`config.mk`:
```
export PLATFORM = sky130hd
export DESIGN_NAME = vie_encoder
export DESIGN_NICKNAME = d
export VERILOG_FILES = /design/src/vie_pkg.sv /design/src/vie_instr_check.sv /design/src/vie_entry_check.sv /design/src/vie_encoder.sv
export SDC_FILE = /design/constraint.sdc
export NUM_CORES = 1
export LEC_CHECK = 0
export BUFFER_PORTS_ARGS = -buffer_cell sky130_fd_sc_hd__buf_2
export CAP_MARGIN = 0
export CORE_ASPECT_RATIO = 1.4
export CORE_UTILIZATION = 31
export DETAILED_ROUTE_END_ITERATION = 10
export MAX_ROUTING_LAYER = met4
export SLEW_MARGIN = 15
export SYNTH_ARGS = -nofsm -noshare
export SYNTH_HDL_FRONTEND = slang
export SYNTH_SLANG_ARGS = --single-unit
```
`constraint.sdc`:
```
create_clock -name core_clk -period 3.11 [get_ports core_clk]
set_clock_uncertainty 0.2 [all_clocks]
set_input_delay 0.311 -clock core_clk [delete_from_list [all_inputs] [get_ports core_clk]]
set_output_delay 0.311 -clock core_clk [all_outputs]
set_load 0.005 [all_outputs]
```
`src/vie_pkg.sv`:
```
// Shared types and constants of the virtualization instruction error encoder.
package vie_pkg;

  localparam int FIELD_W_DEF = 32;

  typedef logic [4:0] vie_code_t;

  localparam vie_code_t ERR_NONE          = 5'h00;
  localparam vie_code_t ERR_CALL_ROOT     = 5'h01;
  localparam vie_code_t ERR_CLR_ADDR      = 5'h02;
  localparam vie_code_t ERR_CLR_ENPTR     = 5'h03;
  localparam vie_code_t ERR_LAUNCH_CLEAR  = 5'h04;
  localparam vie_code_t ERR_RESUME_LAUNCH = 5'h05;
  localparam vie_code_t ERR_RESUME_CORRUPT = 5'h06;
  localparam vie_code_t ERR_ENTRY_CTRL    = 5'h07;
  localparam vie_code_t ERR_ENTRY_HOST    = 5'h08;
  localparam vie_code_t ERR_LOAD_ADDR     = 5'h09;
  localparam vie_code_t ERR_LOAD_ENPTR    = 5'h0A;
  localparam vie_code_t ERR_LOAD_REV      = 5'h0B;
  localparam vie_code_t ERR_FIELD_UNSUP   = 5'h0C;
  localparam vie_code_t ERR_FIELD_RO      = 5'h0D;
  localparam vie_code_t ERR_ENABLE_ROOT   = 5'h0F;
  localparam vie_code_t ERR_EXEC_PTR      = 5'h10;
  localparam vie_code_t ERR_EXEC_LAUNCH   = 5'h11;
  localparam vie_code_t ERR_EXEC_MISMATCH = 5'h12;
  localparam vie_code_t ERR_CALL_CLEAR    = 5'h13;
  localparam vie_code_t ERR_CALL_EXITCTL  = 5'h14;
  localparam vie_code_t ERR_CALL_MONREV   = 5'h16;
  localparam vie_code_t ERR_DISABLE_DUAL  = 5'h17;
  localparam vie_code_t ERR_CALL_FEATURES = 5'h18;
  localparam vie_code_t ERR_MGMT_EXEC_CTRL = 5'h19;
  localparam vie_code_t ERR_ENTRY_SS      = 5'h1A;

  typedef enum logic [3:0] {
    VIE_OP_NONE        = 4'h0,
    VIE_OP_HYPERCALL   = 4'h1,
    VIE_OP_CLEAR       = 4'h2,
    VIE_OP_LAUNCH      = 4'h3,
    VIE_OP_RESUME      = 4'h4,
    VIE_OP_PTR_LOAD    = 4'h5,
    VIE_OP_FIELD_READ  = 4'h6,
    VIE_OP_FIELD_WRITE = 4'h7,
    VIE_OP_ENABLE      = 4'h8,
    VIE_OP_DISABLE     = 4'h9
  } vie_op_t;

  typedef struct packed {
    logic in_root;
    logic dual_active;
    logic activate_dual;
    logic deactivate_dual;
    logic mgmt_return;
  } vie_mode_t;

  typedef struct packed {
    logic addr_bad;
    logic is_enable_ptr;
    logic not_clear;
    logic not_launched;
    logic corrupted;
    logic rev_bad;
    logic unsupported;
    logic read_only;
    logic ctrl_bad;
    logic host_bad;
    logic exec_ptr_bad;
    logic exec_not_launched;
    logic exec_ptr_mismatch;
    logic exit_ctrl_bad;
    logic features_bad;
    logic ss_blocked;
  } vie_fail_t;

  typedef struct packed {
    vie_op_t   op;
    vie_mode_t mode;
    vie_fail_t fail;
  } vie_req_t;

  typedef struct packed {
    logic      hit;
    vie_code_t code;
  } vie_verdict_t;

  typedef enum logic [1:0] {
    VIE_ST_IDLE = 2'b00,
    VIE_ST_EVAL = 2'b01
  } vie_state_t;

  localparam vie_verdict_t VERDICT_PASS = '{hit: 1'b0, code: ERR_NONE};

endpackage

```
`src/vie_instr_check.sv`:
```
// Per-instruction failure checks that precede any entry checks.
`timescale 1ns/1ps
module vie_instr_check (
  // Captured request.
  input  vie_pkg::vie_req_t     req,
  // Verdict and entry permission.
  output vie_pkg::vie_verdict_t verdict,
  output logic                  entry_go
);

  always_comb begin
    verdict  = vie_pkg::VERDICT_PASS;
    entry_go = 1'b0;
    unique case (req.op)
      vie_pkg::VIE_OP_HYPERCALL: begin
        if (req.mode.activate_dual) begin
          if (req.fail.not_clear) begin
            verdict = '{1'b1, vie_pkg::ERR_CALL_CLEAR};
          end else if (req.fail.exit_ctrl_bad) begin
            verdict = '{1'b1, vie_pkg::ERR_CALL_EXITCTL};
          end else if (req.fail.rev_bad) begin
            verdict = '{1'b1, vie_pkg::ERR_CALL_MONREV};
          end else if (req.fail.features_bad) begin
            verdict = '{1'b1, vie_pkg::ERR_CALL_FEATURES};
          end
        end else if (req.mode.in_root) begin
          verdict = '{1'b1, vie_pkg::ERR_CALL_ROOT};
        end
      end
      vie_pkg::VIE_OP_CLEAR: begin
        if (req.fail.addr_bad) begin
          verdict = '{1'b1, vie_pkg::ERR_CLR_ADDR};
        end else if (req.fail.is_enable_ptr) begin
          verdict = '{1'b1, vie_pkg::ERR_CLR_ENPTR};
        end
      end
      vie_pkg::VIE_OP_LAUNCH: begin
        if (req.fail.not_clear) begin
          verdict = '{1'b1, vie_pkg::ERR_LAUNCH_CLEAR};
        end else begin
          entry_go = 1'b1;
        end
      end
      vie_pkg::VIE_OP_RESUME: begin
        if (req.fail.not_launched) begin
          verdict = '{1'b1, vie_pkg::ERR_RESUME_LAUNCH};
        end else if (req.fail.corrupted) begin
          verdict = '{1'b1, vie_pkg::ERR_RESUME_CORRUPT};
        end else begin
          entry_go = 1'b1;
        end
      end
      vie_pkg::VIE_OP_PTR_LOAD: begin
        if (req.fail.addr_bad) begin
          verdict = '{1'b1, vie_pkg::ERR_LOAD_ADDR};
        end else if (req.fail.is_enable_ptr) begin
          verdict = '{1'b1, vie_pkg::ERR_LOAD_ENPTR};
        end else if (req.fail.rev_bad) begin
          verdict = '{1'b1, vie_pkg::ERR_LOAD_REV};
        end
      end
      vie_pkg::VIE_OP_FIELD_READ: begin
        if (req.fail.unsupported) begin
          verdict = '{1'b1, vie_pkg::ERR_FIELD_UNSUP};
        end
      end
      vie_pkg::VIE_OP_FIELD_WRITE: begin
        if (req.fail.unsupported) begin
          verdict = '{1'b1, vie_pkg::ERR_FIELD_UNSUP};
        end else if (req.fail.read_only) begin
          verdict = '{1'b1, vie_pkg::ERR_FIELD_RO};
        end
      end
      vie_pkg::VIE_OP_ENABLE: begin
        if (req.mode.in_root) begin
          verdict = '{1'b1, vie_pkg::ERR_ENABLE_ROOT};
        end
      end
      vie_pkg::VIE_OP_DISABLE: begin
        if (req.mode.dual_active) begin
          verdict = '{1'b1, vie_pkg::ERR_DISABLE_DUAL};
        end
      end
      default: begin
        verdict = vie_pkg::VERDICT_PASS;
      end
    endcase
  end

endmodule

```
`src/vie_entry_check.sv`:
```
// Entry checks on stack-segment blocking, executive structure, control and host-state fields.
`timescale 1ns/1ps
module vie_entry_check (
  // Captured conditions.
  input  vie_pkg::vie_mode_t    mode,
  input  vie_pkg::vie_fail_t    fail,
  // Verdict.
  output vie_pkg::vie_verdict_t verdict
);

  // A fixed priority picks one failing cause; other causes may also be present.
  always_comb begin
    verdict = vie_pkg::VERDICT_PASS;
    if (fail.ss_blocked) begin
      verdict = '{1'b1, vie_pkg::ERR_ENTRY_SS};
    end else if (fail.exec_ptr_bad) begin
      verdict = '{1'b1, vie_pkg::ERR_EXEC_PTR};
    end else if (fail.exec_not_launched) begin
      verdict = '{1'b1, vie_pkg::ERR_EXEC_LAUNCH};
    end else if (mode.deactivate_dual && fail.exec_ptr_mismatch) begin
      verdict = '{1'b1, vie_pkg::ERR_EXEC_MISMATCH};
    end else if (fail.ctrl_bad && mode.mgmt_return) begin
      verdict = '{1'b1, vie_pkg::ERR_MGMT_EXEC_CTRL};
    end else if (fail.ctrl_bad) begin
      verdict = '{1'b1, vie_pkg::ERR_ENTRY_CTRL};
    end else if (fail.host_bad) begin
      verdict = '{1'b1, vie_pkg::ERR_ENTRY_HOST};
    end
  end

endmodule

```
`src/vie_encoder.sv`:
```
// Top of the virtualization instruction error encoder.
`timescale 1ns/1ps
module vie_encoder #(
  parameter int FIELD_W = vie_pkg::FIELD_W_DEF
) (
  // Clock and reset.
  input  wire logic             core_clk,
  input  wire logic             nrst,
  // Request from the instruction pipeline.
  input  wire logic             req_valid,
  input  vie_pkg::vie_req_t     req,
  output logic                  req_ready,
  // Result.
  output logic [FIELD_W-1:0]    err_field,
  output logic                  err_done,
  output logic                  err_fail
);

  typedef struct packed {
    vie_pkg::vie_state_t st;
    vie_pkg::vie_req_t   req;
    logic [FIELD_W-1:0]  field;
    logic                done;
    logic                fail;
    logic                ready;
  } vie_regs_t;

  localparam logic [FIELD_W-1:0] FIELD_RST = '0;

  vie_regs_t             s_r;
  vie_regs_t             s_nxt;
  vie_pkg::vie_verdict_t instr_v;
  vie_pkg::vie_verdict_t entry_v;
  logic                  entry_go;

  function automatic logic [FIELD_W-1:0] vie_widen(input vie_pkg::vie_code_t c);
    return FIELD_W'(c);
  endfunction

  vie_instr_check u_instr (
    .req      (s_r.req),
    .verdict  (instr_v),
    .entry_go (entry_go)
  );

  vie_entry_check u_entry (
    .mode    (s_r.req.mode),
    .fail    (s_r.req.fail),
    .verdict (entry_v)
  );

  always_comb begin
    s_nxt      = s_r;
    s_nxt.done = 1'b0;
    s_nxt.fail = 1'b0;
    unique case (s_r.st)
      vie_pkg::VIE_ST_IDLE: begin
        if (req_valid) begin
          s_nxt.req   = req;
          s_nxt.st    = vie_pkg::VIE_ST_EVAL;
          s_nxt.ready = 1'b0;
        end
      end
      vie_pkg::VIE_ST_EVAL: begin
        s_nxt.st    = vie_pkg::VIE_ST_IDLE;
        s_nxt.ready = 1'b1;
        s_nxt.done  = 1'b1;
        if (instr_v.hit) begin
          s_nxt.fail  = 1'b1;
          s_nxt.field = vie_widen(instr_v.code);
        end else if (entry_go && entry_v.hit) begin
          s_nxt.fail  = 1'b1;
          s_nxt.field = vie_widen(entry_v.code);
        end
      end
      default: begin
        s_nxt.st    = vie_pkg::VIE_ST_IDLE;
        s_nxt.ready = 1'b1;
      end
    endcase
  end

  always_ff @(posedge core_clk or negedge nrst) begin
    if (!nrst) begin
      s_r.st    <= vie_pkg::VIE_ST_IDLE;
      s_r.req   <= '0;
      s_r.field <= FIELD_RST;
      s_r.done  <= 1'b0;
      s_r.fail  <= 1'b0;
      s_r.ready <= 1'b1;
    end else begin
      s_r <= s_nxt;
    end
  end

  assign req_ready = s_r.ready;
  assign err_field = s_r.field;
  assign err_done  = s_r.done;
  assign err_fail  = s_r.fail;

  // Request classes from which the code assertions start.
  logic acc;
  logic hyper_act;
  logic entry_req;
  logic entry_deep;

  assign acc = req_valid && s_r.ready;
  assign hyper_act = acc && req.op == vie_pkg::VIE_OP_HYPERCALL && req.mode.activate_dual;
  assign entry_req = acc
                     && ((req.op == vie_pkg::VIE_OP_LAUNCH && !req.fail.not_clear)
                     || (req.op == vie_pkg::VIE_OP_RESUME && !req.fail.not_launched
                     && !req.fail.corrupted));
  assign entry_deep = entry_req && !req.fail.ss_blocked && !req.fail.exec_ptr_bad
                      && !req.fail.exec_not_launched
                      && !(req.mode.deactivate_dual && req.fail.exec_ptr_mismatch);
endmodule

```
; Word level (Yosys, flattened, before mapping)
; Cells that the tools add are included.
[op_classes]
n_mux = 40
n_addsub = 0
div_mod_pow = 0
eq_ne = 11
mul = 0
magnitude_cmp = 0
bitwise = 0
reduce_logical = 7
shift = 0
[op_table]
columns = operator, n
row1 = two-way mux 6 bit, 26
row2 = two-way mux 32 bit, 2
row3 = case mux 6 bit (9 select lines), 1
row4 = two-way mux 27 bit, 1
row5 = equality test 4 x 3 -> 1 bit (second input constant), 4
row6 = equality test 4 x 2 -> 1 bit (second input constant), 2
row7 = equality test 4 bit (second input constant), 2
row8 = two-way mux 1 bit, 7
row9 = equality test 4 x 1 -> 1 bit (second input constant), 1
row10 = two-way mux 2 bit, 2
row11 = AND reduction 2 bit, 2
row12 = logical AND 1 bit, 3
row13 = equality test 2 x 1 -> 1 bit (second input constant), 1
row14 = logical NOT 2 bit, 1
row15 = != test 2 bit (second input constant), 1
row16 = case mux 1 bit (2 select lines), 1
row17 = nonzero test 2 bit, 1
[word_totals]
n_memories = 0
word_cells = 85
ff_bits = 62
latch_bits = 0
mem_bits_rw = 0
out_inout_bits = 35
mem_bits_ro = 0
inputBits = 28

; Longest topological paths before layout
; Gate-level depths: netlist of run 1.
[logic_depth]
depth_word = 11
mapped_depth = 6

; Hierarchy
; A second synthesis of run 1 with hierarchy kept.
[hier_totals]
cells_unflattened = 194
area_unflattened_um2 = 2143.3
[by_module_without_submodules]
columns = mod, n_inst, cells_per_inst, seq_area_each_um2, area_each_um2
row1 = vie_encoder, 1, 119, 852.1, 1654.1
row2 = vie_instr_check, 1, 59, 0.0, 400.4
row3 = vie_entry_check, 1, 16, 0.0, 88.8

; Worst setup path before layout of run 1
; OpenSTA, ideal clock, no wires.
[synth_path]
path_kind = reg-to-reg
start = reg s_r[56] (netlist name)
end = reg s_r, in the netlist err_field[0]
setup_slack_ns = 0.959
period_less_slack_ns = 2.151
stages_incl_launch_ff = 6
arrival_ns = 1.826
path_buffers = 0
path_cell_list = dfrtp_1 or4b_4 nor2_4 nor4bb_4 a31oi_4 mux2_4
[synth_between]
elab_chain_len = 5
elab_cells_between_ends = 15
classes_between = 9 x eq/ne / 3 x mux / 3 x reduce/logical
[synth_rtl]
columns = item, line
row1 = equality test 4 x 3 -> 1 bit or equality test 4 x 2 -> 1 bit (tied branches), vie_instr_check.sv:14  ; unique case (req.op)
row2 = case mux 1 bit (2 select lines), vie_instr_check.sv:14
row3 = logical AND 1 bit, vie_encoder.sv:71  ; end else if (entry_go && entry_v.hit) begin
row4 = nonzero test 2 bit (no source line), --
row5 = AND reduction 2 bit (no source line), --
row6 = "end signal, assigned", vie_encoder.sv:92  ; s_r <= s_nxt;
row7 = "end, declared", vie_encoder.sv:30  ; vie_regs_t s_r;
; Several ways; a longest one is shown, not always the timed one.
; A chain may end at the register's enable or synchronous reset.

; Final worst setup path of run 1
[layout_path]
start = reg s_r[56] (netlist name)
end = reg s_r, in the netlist err_field[0]
[layout_between]
elab_chain_len = 5
elab_cells_between_ends = 15
classes_between = 9 x eq/ne / 3 x mux / 3 x reduce/logical
[layout_rtl]
columns = item, line
row1 = equality test 4 x 3 -> 1 bit or equality test 4 x 2 -> 1 bit (tied branches), vie_instr_check.sv:14
row2 = case mux 1 bit (2 select lines), vie_instr_check.sv:14
row3 = logical AND 1 bit, vie_encoder.sv:71
row4 = nonzero test 2 bit (no source line), --
row5 = AND reduction 2 bit (no source line), --
; Several ways; a longest one is shown, not always the timed one.

==> flow_summary_export.csv, run 1 <==
group,metric,value,unit
sta,max_freq,416.5,MHz
min_path,hold_class,"input pin to flip-flop",
place,io_buffers,35,
floorplanning,core_area,6525,um2
outcome,status,"finished, violations left",
sta,fin_crit,2.401,ns
routing,vias_per_cell,4.859,
sta,max_slew_margin,49.19,%
sta,setup_ws,0.7089,ns
worst_setup_path,rr_worst_depth,5,
worst_setup_path,cp.arrival,2.36,ns
min_path,min_delay_path_depth,3,
cts,clock_path_buffers,2,
sta,tns,0,ns
logic_synthesis,synthCells,192,
cts,cts_resized,0,
logic_synthesis,synthArstFlopShare,100.0,%
routing,routed_wl,4.237,mm
logic_synthesis,synthFlopType,"dfrtp_1",
cts,clk_latency,0.28,ns
sta,rsz0062_at_grt,"false",
worst_setup_path,critPathKind,"flip-flop to flip-flop",
layout,final_util,35.17,%
layout,synthToLayoutAreaGrowth,10.08,%
sta,tightest_slew,0.7622,ns
cts,clk_pin_slew,0.07,ns
power,ir_drop,0.2187,mV
worst_setup_path,cp_cell_sequence,"or4b_4 > nor2_4 > nor4bb_4 > a31oi_4 > mux2_4",
worst_setup_path,cpPeakStageDelay,0.64,ns
layout,n_antenna_cell,0,
routing,post-route-drc-count,9,
layout,final_common_cell,"buf_2",
global_route,overflow,0,
floorplanning,ios,63,
worst_setup_path,worstPathRequired,3.07,ns
outcome,violations,"DRC",
global_route,grt_pass1_vias,1412,
global_route,grt_pass1_wl,7.044,mm
cts,cts.sinks,34,
worst_setup_path,crit_fanout,15,
global_route,grt_start_max_net_pins,35,
place,dp_hpwl,3.281,mm
sta,whs,0.04054,ns
worst_setup_path,timing.reg2reg.setup_slack,0.71,ns
place,detailed_place.area,2185,um2
routing,vias,1448,
logic_synthesis,synth-seq-cells,34,
floorplanning,rows,35,
logic_synthesis,synth_edf_count,0,
sta,post-route-period-util,77.21,%
routing,drtIter0Drc,20,
min_path,min_from,"req[15]",
power,cellPowerDensity,573.0,nW/um2
logic_synthesis,syn_area,2084,um2
global_route,antenna_found_initial,0,
place,place.gp.congestion,0.8693,
global_route,track_usage,13.50,%
floorplanning,die_area,7061,um2
floorplanning,die_h,99.03,um
cts,numCtsBuffers,5,
worst_setup_path,startpoint_type,"flip-flop",
cts,tritoncts,"built",
logic_synthesis,yosysWarnings,0,
sta,drv_slew,0,
worst_setup_path,crit_slowest_cell,"or4b_4",
sta,setup_viol,0,
worst_setup_path,end_kind,"flip-flop",
layout,fin_area,2295,um2
layout,nNetsFinal,251,
power,power_leakage,1.041,nW
routing,first_pass_iters,7,
floorplanning,die_w,71.31,um
sta,hold_viol,0,
logic_synthesis,syn_avg_cell_area,10.86,um2
cts,root_buffer,"clkbuf_8",
layout,layout_common_cells,"35 x buf_2, 33 x dfrtp_1, 27 x conb_1",
cts,htree_levels,2,
worst_setup_path,r2r_end,"err_field[0]",
routing,wl_per_cell,14.22,um
place,post-place-ws,0.7380,ns
logic_synthesis,ys_seq_area_share,40.88,%
floorplanning,initial_utilization,31.95,%
logic_synthesis,ys_types,48,
layout,drive_gt1_share,36.16,%
min_path,worstHoldEndpoint,"s_r[50]",
run,drv_cap,0,
worst_setup_path,reg2reg_from,"s_r[56]",
routing,ant_nets,0,
per-layer routing:
layer | routed length [um] | track usage [%] | part of all wire [%]
met1 | 1734 | 14.99 | 41
met2 | 2193 | 22.93 | 52
met3 | 188 | 3.067 | 4.4
met4 | 121 | 5.846 | 2.9
met5 | 0 | - | 0
cell families after synthesis:
kind of cell / Yosys count / synth area share, %
compound gates: 30 / 11.77
buf+inv: 45 / 14.11
other cells: 1 / 0.1799
mux: 30 / 17.05
flops: 34 / 40.88
simple gates: 52 / 16.03
how the worst max path moves through the flow:
| stage | startpoint | endpoint | slack, ns | depth (start not counted) |
|---|---|---|---|---|
| after floorplan | s_r[56] | err_field[0] | 0.96 | 5 |
| after global placement | s_r[56] | err_field[2] | 0.77 | 5 |
| after detailed placement | s_r[56] | err_field[2] | 0.74 | 5 |
| after CTS | s_r[56] | err_field[0] | 0.72 | 5 |
| after global routing | s_r[56] | err_field[0] | 0.59 | 5 |
| final | s_r[56] | err_field[0] | 0.71 | 5 |
sequential cells by signal, indices dropped and copies added, names as in the netlist:
register   flops
err_fail       1
s_r           26
err_done       1
err_field      5
req_ready      1
synth_stat cells (2+ instances only):
master    number  area share [%]
o31ai_1        3             1.1
mux2_2        24              13
o21ai_0        4            0.96
nor2b_1        5             1.5
nand3_1        2            0.48
a311o_1        3             1.4
nand2b_1       4             1.2
buf_1          2            0.36
nor3_1         7             1.7
a21o_1         3             1.1
nor2_1         9             1.6
clkbuf_1       2            0.36
nand3b_1       3             1.1
mux2_4         5             3.6
nand2_1        8             1.4
a21oi_1        4            0.96
inv_1          5            0.90
buf_2          4            0.96
o32ai_1        3             1.3
buf_4         32              12
dfrtp_1       33              40
final cells by class:
cell class                 count  area, um2
clock buffer                   8      90.09
fill                         679       4230
inverter                       5      18.77
multi-input combinational    139       1039
sequential                    34      852.1
tap                           74      92.59
timing repair buffer          38      202.7
what timing repair did:
action	in CTS	in global routing
buffers inserted	0	0
hold buffers	2	0
endpoints found under the hold margin	34	0
worst max-delay path: cells and delay by family (launching register included):
family / cells / cell delay, ns
AOI/OAI and AO/OA: 1 / 0.34
and+or+nand+nor: 3 / 0.88
DFF: 1 / 0.53
muxes: 1 / 0.33
power breakdown:
part / total, W / switching [W] / internal, W
clock network: 0.000327 / 0.000147 / 0.000180
logic: 0.000364 / 0.000154 / 0.000210
registers: 0.000624 / 0.0000961 / 0.000528
per-stage QoR:
step | cells | total power (W)
floorplan | 218 | 0.0009391
global placement | 288 | 0.0009930
detailed placement | 288 | 0.0009983
CTS | 298 | 0.001339
global route | 298 | 0.001408
finish | 298 | 0.001315
(Power assumes the default switching activity.)
==> run 2, diff against run 1 <==
--- a/config.mk
+++ b/config.mk
@@ -5,6 +5,7 @@
 export SDC_FILE = /design/constraint.sdc
 export NUM_CORES = 1
 export LEC_CHECK = 0
+export ABC_AREA = 1
 export BUFFER_PORTS_ARGS = -buffer_cell sky130_fd_sc_hd__buf_2
 export CAP_MARGIN = 0
 export CORE_ASPECT_RATIO = 1.4
==> constraint.sdc (replaced) <==
create_clock -name core_clk -period 2.2 [get_ports core_clk]
set_clock_uncertainty 0.2 [all_clocks]
set_input_delay 0.22 -clock core_clk [delete_from_list [all_inputs] [get_ports core_clk]]
set_output_delay 0.22 -clock core_clk [all_outputs]
set_load 0.005 [all_outputs]
==> flow_summary_export.csv, run 2 <==
group,metric,value,unit
cts,cts.sinks,34,
power,power_leakage,1.287,nW
power,intPower,0.001170,W
layout,synthToLayoutAreaGrowth,23.09,%
power,cellPowerDensity,702.2,nW/um2
floorplanning,die_area,6940,um2
power,seqPwrFrac,45.8,%
global_route,overflow,0,
power,comb_power_share,29.2,%
sta,max_freq,568.4,MHz
logic_synthesis,synth_edf_count,0,
logic_synthesis,ys_seq_area_share,41.60,%
global_route,antenna_found_initial,0,
worst_setup_path,crit_fanout,6,
logic_synthesis,ys_types,31,
layout,registers.top_by_ff_count,"s_r",
sta,hold_viol,0,
logic_synthesis,yosysTopAreaCell,"dfrtp_1",
worst_setup_path,cp.arrival,1.74,ns
floorplanning,die_w,70.70,um
logic_synthesis,syn_avg_cell_area,7.729,um2
place,dp_hpwl,3.183,mm
outcome,status,"finished, violations left",
logic_synthesis,synthFlopType,"dfrtp_1",
logic_synthesis,syn_area,2048,um2
worst_setup_path,worstPathRequired,2.18,ns
cts,post_cts_buffers,0,
global_route,grt_start_max_net_pins,39,
routing,ant_nets,0,
routing,post-route-drc-count,19,
worst_setup_path,end_kind,"flip-flop",
layout,drive_gt1_share,21.30,%
place,place.gp.congestion,0.8051,
sta,tightest_slew,0.7465,ns
run,drv_cap,0,
floorplanning,rows,34,
layout,multi_input_area,939.7,um2
layout,largest_reg_flops,26,
logic_synthesis,yosysMostFrequentCell,"nand2_1",
cts,htree_levels,2,
worst_setup_path,timing.reg2reg.setup_slack,0.44,ns
floorplanning,initial_utilization,32.53,%
layout,n_antenna_cell,0,
power,sw_frac_of_total,33.92,%
layout,final_common_cell,"nand2_1",
logic_synthesis,ys_top_cells_by_count,"76 x nand2_1, 33 x dfrtp_1, 32 x buf_4",
cts,root_buffer,"clkbuf_8",
cts,tritoncts,"built",
worst_setup_path,startpoint_type,"flip-flop",
logic_synthesis,yosysWarnings,0,
sta,rsz0062_at_grt,"false",
power,clkPwrFrac,24.9,%
routing,wl_per_cell,10.74,um
floorplanning,die_h,98.18,um
sta,whs,0.2687,ns
sta,tns,0,ns
layout,n_fill_cell,661,
routing,drtIter0Drc,44,
routing,vias_per_cell,4.318,
global_route,grt_pass1_wl,7.272,mm
sta,max_slew_margin,50.23,%
power,p_sw,0.0006004,W
floorplanning,ios,63,
logic_synthesis,synth-seq-cells,34,
layout,nNetsFinal,352,
outcome,violations,"DRC",
sta,fin_crit,1.759,ns
logic_synthesis,synthArstFlopShare,100.0,%
routing,first_pass_iters,7,
min_path,hold_class,"flip-flop to flip-flop",
cts,clk_pin_slew,0.07,ns
power,ir_drop,0.2645,mV
cts,cts_resized,0,
routing,vias,1710,
logic_synthesis,synthCells,265,
logic_synthesis,synth_area_leaders,"dfrtp_1 40%, nand2_1 14%, buf_4 12%",
place,io_buffers,35,
layout,layout_common_cells,"76 x nand2_1, 35 x buf_2, 33 x dfrtp_1",
logic_synthesis,synth_top_cell_area_share,40.32,%
cts,numCtsBuffers,5,
layout,seq_area,852.1,um2
global_route,track_usage,13.74,%
sta,drv_slew,0,
sta,setup_viol,0,
worst_setup_path,critPathKind,"flip-flop to flip-flop",
global_route,grt_pass1_vias,1700,
floorplanning,core_area,6296,um2
routing,routed_wl,4.253,mm
sta,post-route-period-util,79.97,%
cts,clock_path_buffers,2,
cts,clk_latency,0.29,ns
## run 2: cell types whose count changed in the layout (fill, tap and decap cells not counted), sizes merged, moves of 4 or more
cell         change
inv             +20
nor2            +14
nand2b           -4
o21ai           +19
nand2           +74
nand3           +12
dlygate4sd3     +25
nor2b            -5
mux2            -29
nand4            +6
## run 2: worst paths after layout
check / startpoint / endpoint / cells past startpoint
min in group asynchronous: nrst / s_r[58] / 2
setup reg to reg: s_r[57] / err_field[2] / 9
setup / recovery: s_r[57] / err_field[2] / 9
hold / removal: s_r[60] / err_done / 0
max in group asynchronous: nrst / s_r[50] / 2
hold reg to reg: s_r[60] / err_done / 0
## run 2: timing repair
item	CTS	global route
endpoints found under the hold margin	59	0
endpoints found under the setup margin	0	0
hold buffers	27	0
## run 2: final cells by class
cell class	count	area share, %
multi-input cells	195	37.27
flip-flops and latches	34	33.80
repair buffers	63	18.46
inverters	25	3.722
well taps	72	3.573
clock buffers	6	2.878
clock inverters	1	0.2978
## run 2: through the flow
step                      power (W)  cells  area, um2  util, %  worst slack [ns]
after floorplan            0.001233    291       2146        -            0.6360
after global placement     0.001304    362       2171    34.48            0.4403
after detailed placement   0.001310    362       2171    34.48            0.4430
after CTS                  0.001786    396       2521    40.04            0.4340
after global routing       0.001905    396       2521    40.04            0.2888
final                      0.001770    396       2521    40.04            0.4407
## run 2: worst max-delay path, cell delays in order (launching register included)
cell,delay (ns)
dfrtp_1,0.46
nand2_1,0.13
inv_2,0.06
nand3_1,0.11
nand2_1,0.10
nor2_4,0.17
nor3b_1,0.23
nand2_1,0.09
nand2_1,0.07
nand2_1,0.04
## run 2: per-layer routing
metal,wire length [um],up-vias,global-route usage (%)
li1,-,902,-
met1,1804,755,15.05
met2,2193,46,23.82
met3,169,7,3.096
met4,85,0,5.538
met5,0,-,-
## run 2: kinds of logic after synthesis
group                  synth area share [%]
AO/OA/AOI/OAI                         9.775
buffers and inverters                 17.29
flip-flops                            41.60
other                                0.1831
AND/OR/NAND/NOR                       31.16
## run 2: power by group through the flow
| stage | clock [W] | combinational (W) | sequential [W] |
|---|---|---|---|
| floorplan | 0 | 0.000428 | 0.000805 |
| global placement | 0 | 0.000481 | 0.000823 |
| detailed placement | 0 | 0.000486 | 0.000824 |
| CTS | 0.000449 | 0.000524 | 0.000813 |
| global route | 0.000481 | 0.000594 | 0.000830 |
| finish | 0.000441 | 0.000517 | 0.000812 |
==> run 3, diff against run 2 <==
--- a/config.mk
+++ b/config.mk
@@ -5,7 +5,7 @@
 export SDC_FILE = /design/constraint.sdc
 export NUM_CORES = 1
 export LEC_CHECK = 0
-export ABC_AREA = 1
+export ABC_AREA = 0
 export BUFFER_PORTS_ARGS = -buffer_cell sky130_fd_sc_hd__buf_2
 export CAP_MARGIN = 0
 export CORE_ASPECT_RATIO = 1.4
==> constraint.sdc (replaced) <==
create_clock -name core_clk -period 1.7 [get_ports core_clk]
set_clock_uncertainty 0.2 [all_clocks]
set_input_delay 0.17 -clock core_clk [delete_from_list [all_inputs] [get_ports core_clk]]
set_output_delay 0.17 -clock core_clk [all_outputs]
set_load 0.005 [all_outputs]
==> flow_summary_export.csv, run 3 (synthesis results as in run 1) <==
group,metric,value,unit
outcome,status,"finished, violations left",
outcome,violations,"DRC, setup timing",
layout,largest_reg_flops,26,
worst_setup_path,reg2reg_from,"s_r[59]",
floorplanning,die_area,7061,um2
worst_setup_path,worstPathRequired,1.67,ns
sta,fin_crit,2.219,ns
place,place.gp.congestion,0.8614,
min_path,min_delay_path_depth,0,
power,cellPowerDensity,907.1,nW/um2
layout,fin_area,3013,um2
floorplanning,rows,35,
worst_setup_path,r2r_end,"err_field[4]",
place,post-place-ws,-0.5432,ns
layout,n_fill_cell,634,
layout,layout_common_cells,"50 x buf_4, 35 x buf_2, 32 x dfrtp_1",
global_route,track_usage,15.89,%
cts,htree_levels,2,
routing,drtIter0Drc,37,
layout,seq_area,853.3,um2
worst_setup_path,timing.reg2reg.setup_slack,-0.52,ns
layout,multi_input_area,1079,um2
cts,clk_pin_slew,0.07,ns
layout,final_common_cell,"buf_4",
cts,cts.sinks,34,
place,detailed_place.area,2550,um2
cts,clock_path_buffers,2,
global_route,grt_pass1_vias,1735,
floorplanning,die_h,99.03,um
cts,root_buffer,"clkbuf_8",
routing,ant_nets,0,
sta,max_freq,450.7,MHz
layout,registers.top_by_ff_count,"s_r",
floorplanning,core_area,6525,um2
routing,vias_per_cell,4.554,
global_route,antenna_found_initial,0,
cts,tritoncts,"built",
place,dp_hpwl,3.446,mm
run,drv_cap,0,
global_route,grt_start_max_net_pins,35,
routing,first_pass_iters,7,
worst_setup_path,rr_worst_depth,5,
routing,wl_per_cell,12.89,um
routing,vias,1717,
sta,hold_viol,0,
worst_setup_path,startpoint_type,"flip-flop",
global_route,overflow,0,
min_path,min_from,"s_r[60]",
sta,setup_ws,-0.5188,ns
worst_setup_path,crit_fanout,6,
power,power_leakage,1.411,nW
sta,rsz0062_at_grt,"true",
routing,routed_wl,4.859,mm
layout,nNetsFinal,330,
global_route,grt_pass1_wl,8.383,mm
layout,synthToLayoutAreaGrowth,44.54,%
sta,drv_slew,0,
sta,post-route-period-util,130.5,%
floorplanning,initial_utilization,31.95,%
cts,numCtsBuffers,5,
routing,post-route-drc-count,6,
floorplanning,ios,63,
place,io_buffers,35,
min_path,worstHoldEndpoint,"err_done",
floorplanning,die_w,71.31,um
worst_setup_path,end_kind,"flip-flop",
layout,n_antenna_cell,0,
layout,drive_gt1_share,47.19,%
worst_setup_path,critPathKind,"flip-flop to flip-flop",
cts,clk_latency,0.28,ns
min_path,hold_class,"flip-flop to flip-flop",
worst_setup_path,cp.arrival,2.18,ns
sta,setup_viol,6,
power,ir_drop,0.5376,mV
-- run 3: cell types whose count changed in the layout (fill, tap and decap cells not counted), moves of 11 or more --
cell,before,now
nand2_1,76,7
buf_4,0,50
mux2_2,0,24
inv_1,19,5
o21ai_0,17,4
nand3_1,12,1
-- run 3: worst max path at each step --
stage / slack, ns / depth (start not counted) / from / to
floorplan: -0.41 / 5 / s_r[57] / err_field[0]
global placement: -0.50 / 5 / s_r[56] / err_field[1]
detailed placement: -0.54 / 5 / s_r[56] / err_field[4]
CTS: -0.54 / 5 / s_r[59] / err_field[4]
global route: -0.62 / 7 / s_r[56] / err_fail
finish: -0.52 / 5 / s_r[59] / err_field[4]
-- run 3: routing by layer --
layer  routed length (um)  part of all wire (%)  track usage [%]
met2                 2486                    51            26.89
met4                  218                   4.5            8.308
met3                  228                   4.7            3.170
met1                 1924                    40            17.42
met5                    0                     0                -
-- run 3: layout make-up --
type / instances / share of cell area (%)
clock buffers: 7 / 2.533
clock inverters: 1 / 0.2492
inverters: 5 / 0.6229
multi-input cells: 139 / 35.80
flip-flops and latches: 34 / 28.32
well taps: 74 / 3.073
repair buffers: 117 / 29.40
-- run 3: where the power goes --
part,internal [W],switching [W]
clock,0.000290,0.000289
sequential,0.000967,0.000102
combinational,0.000654,0.000432
-- run 3: repair_timing --
action | in CTS | in global routing
gates resized for setup | 13 | 0
buffers inserted | 7 | 1
setup endpoints to repair | 6 | 6
endpoints found under the hold margin | 59 | 0
hold buffers | 27 | 0
pin swaps | 7 | 1
-- run 3: metrics by stage --
stage	cells	setup TNS [ns]	power (W)	util (%)	hold WS (ns)
2_1_floorplan	218	-2.140	0.001718	-	-0.3256
3_3_place_gp	335	-2.762	0.002041	39.08	0.02071
3_5_place_dp	335	-3.044	0.002050	39.08	0.02708
4_1_cts	376	-3.132	0.002751	46.06	0.2311
5_1_grt	377	-3.645	0.002921	46.17	0.2390
6_report	377	-3.039	0.002733	46.17	0.2293
-- run 3: critical path: stages, from the launching register on --
cell and delay [ns]:
dfrtp_1 0.42, or2_1 0.28, or3_4 0.38, nor4bb_4 0.20
a31oi_4 0.29, mux2_4 0.33
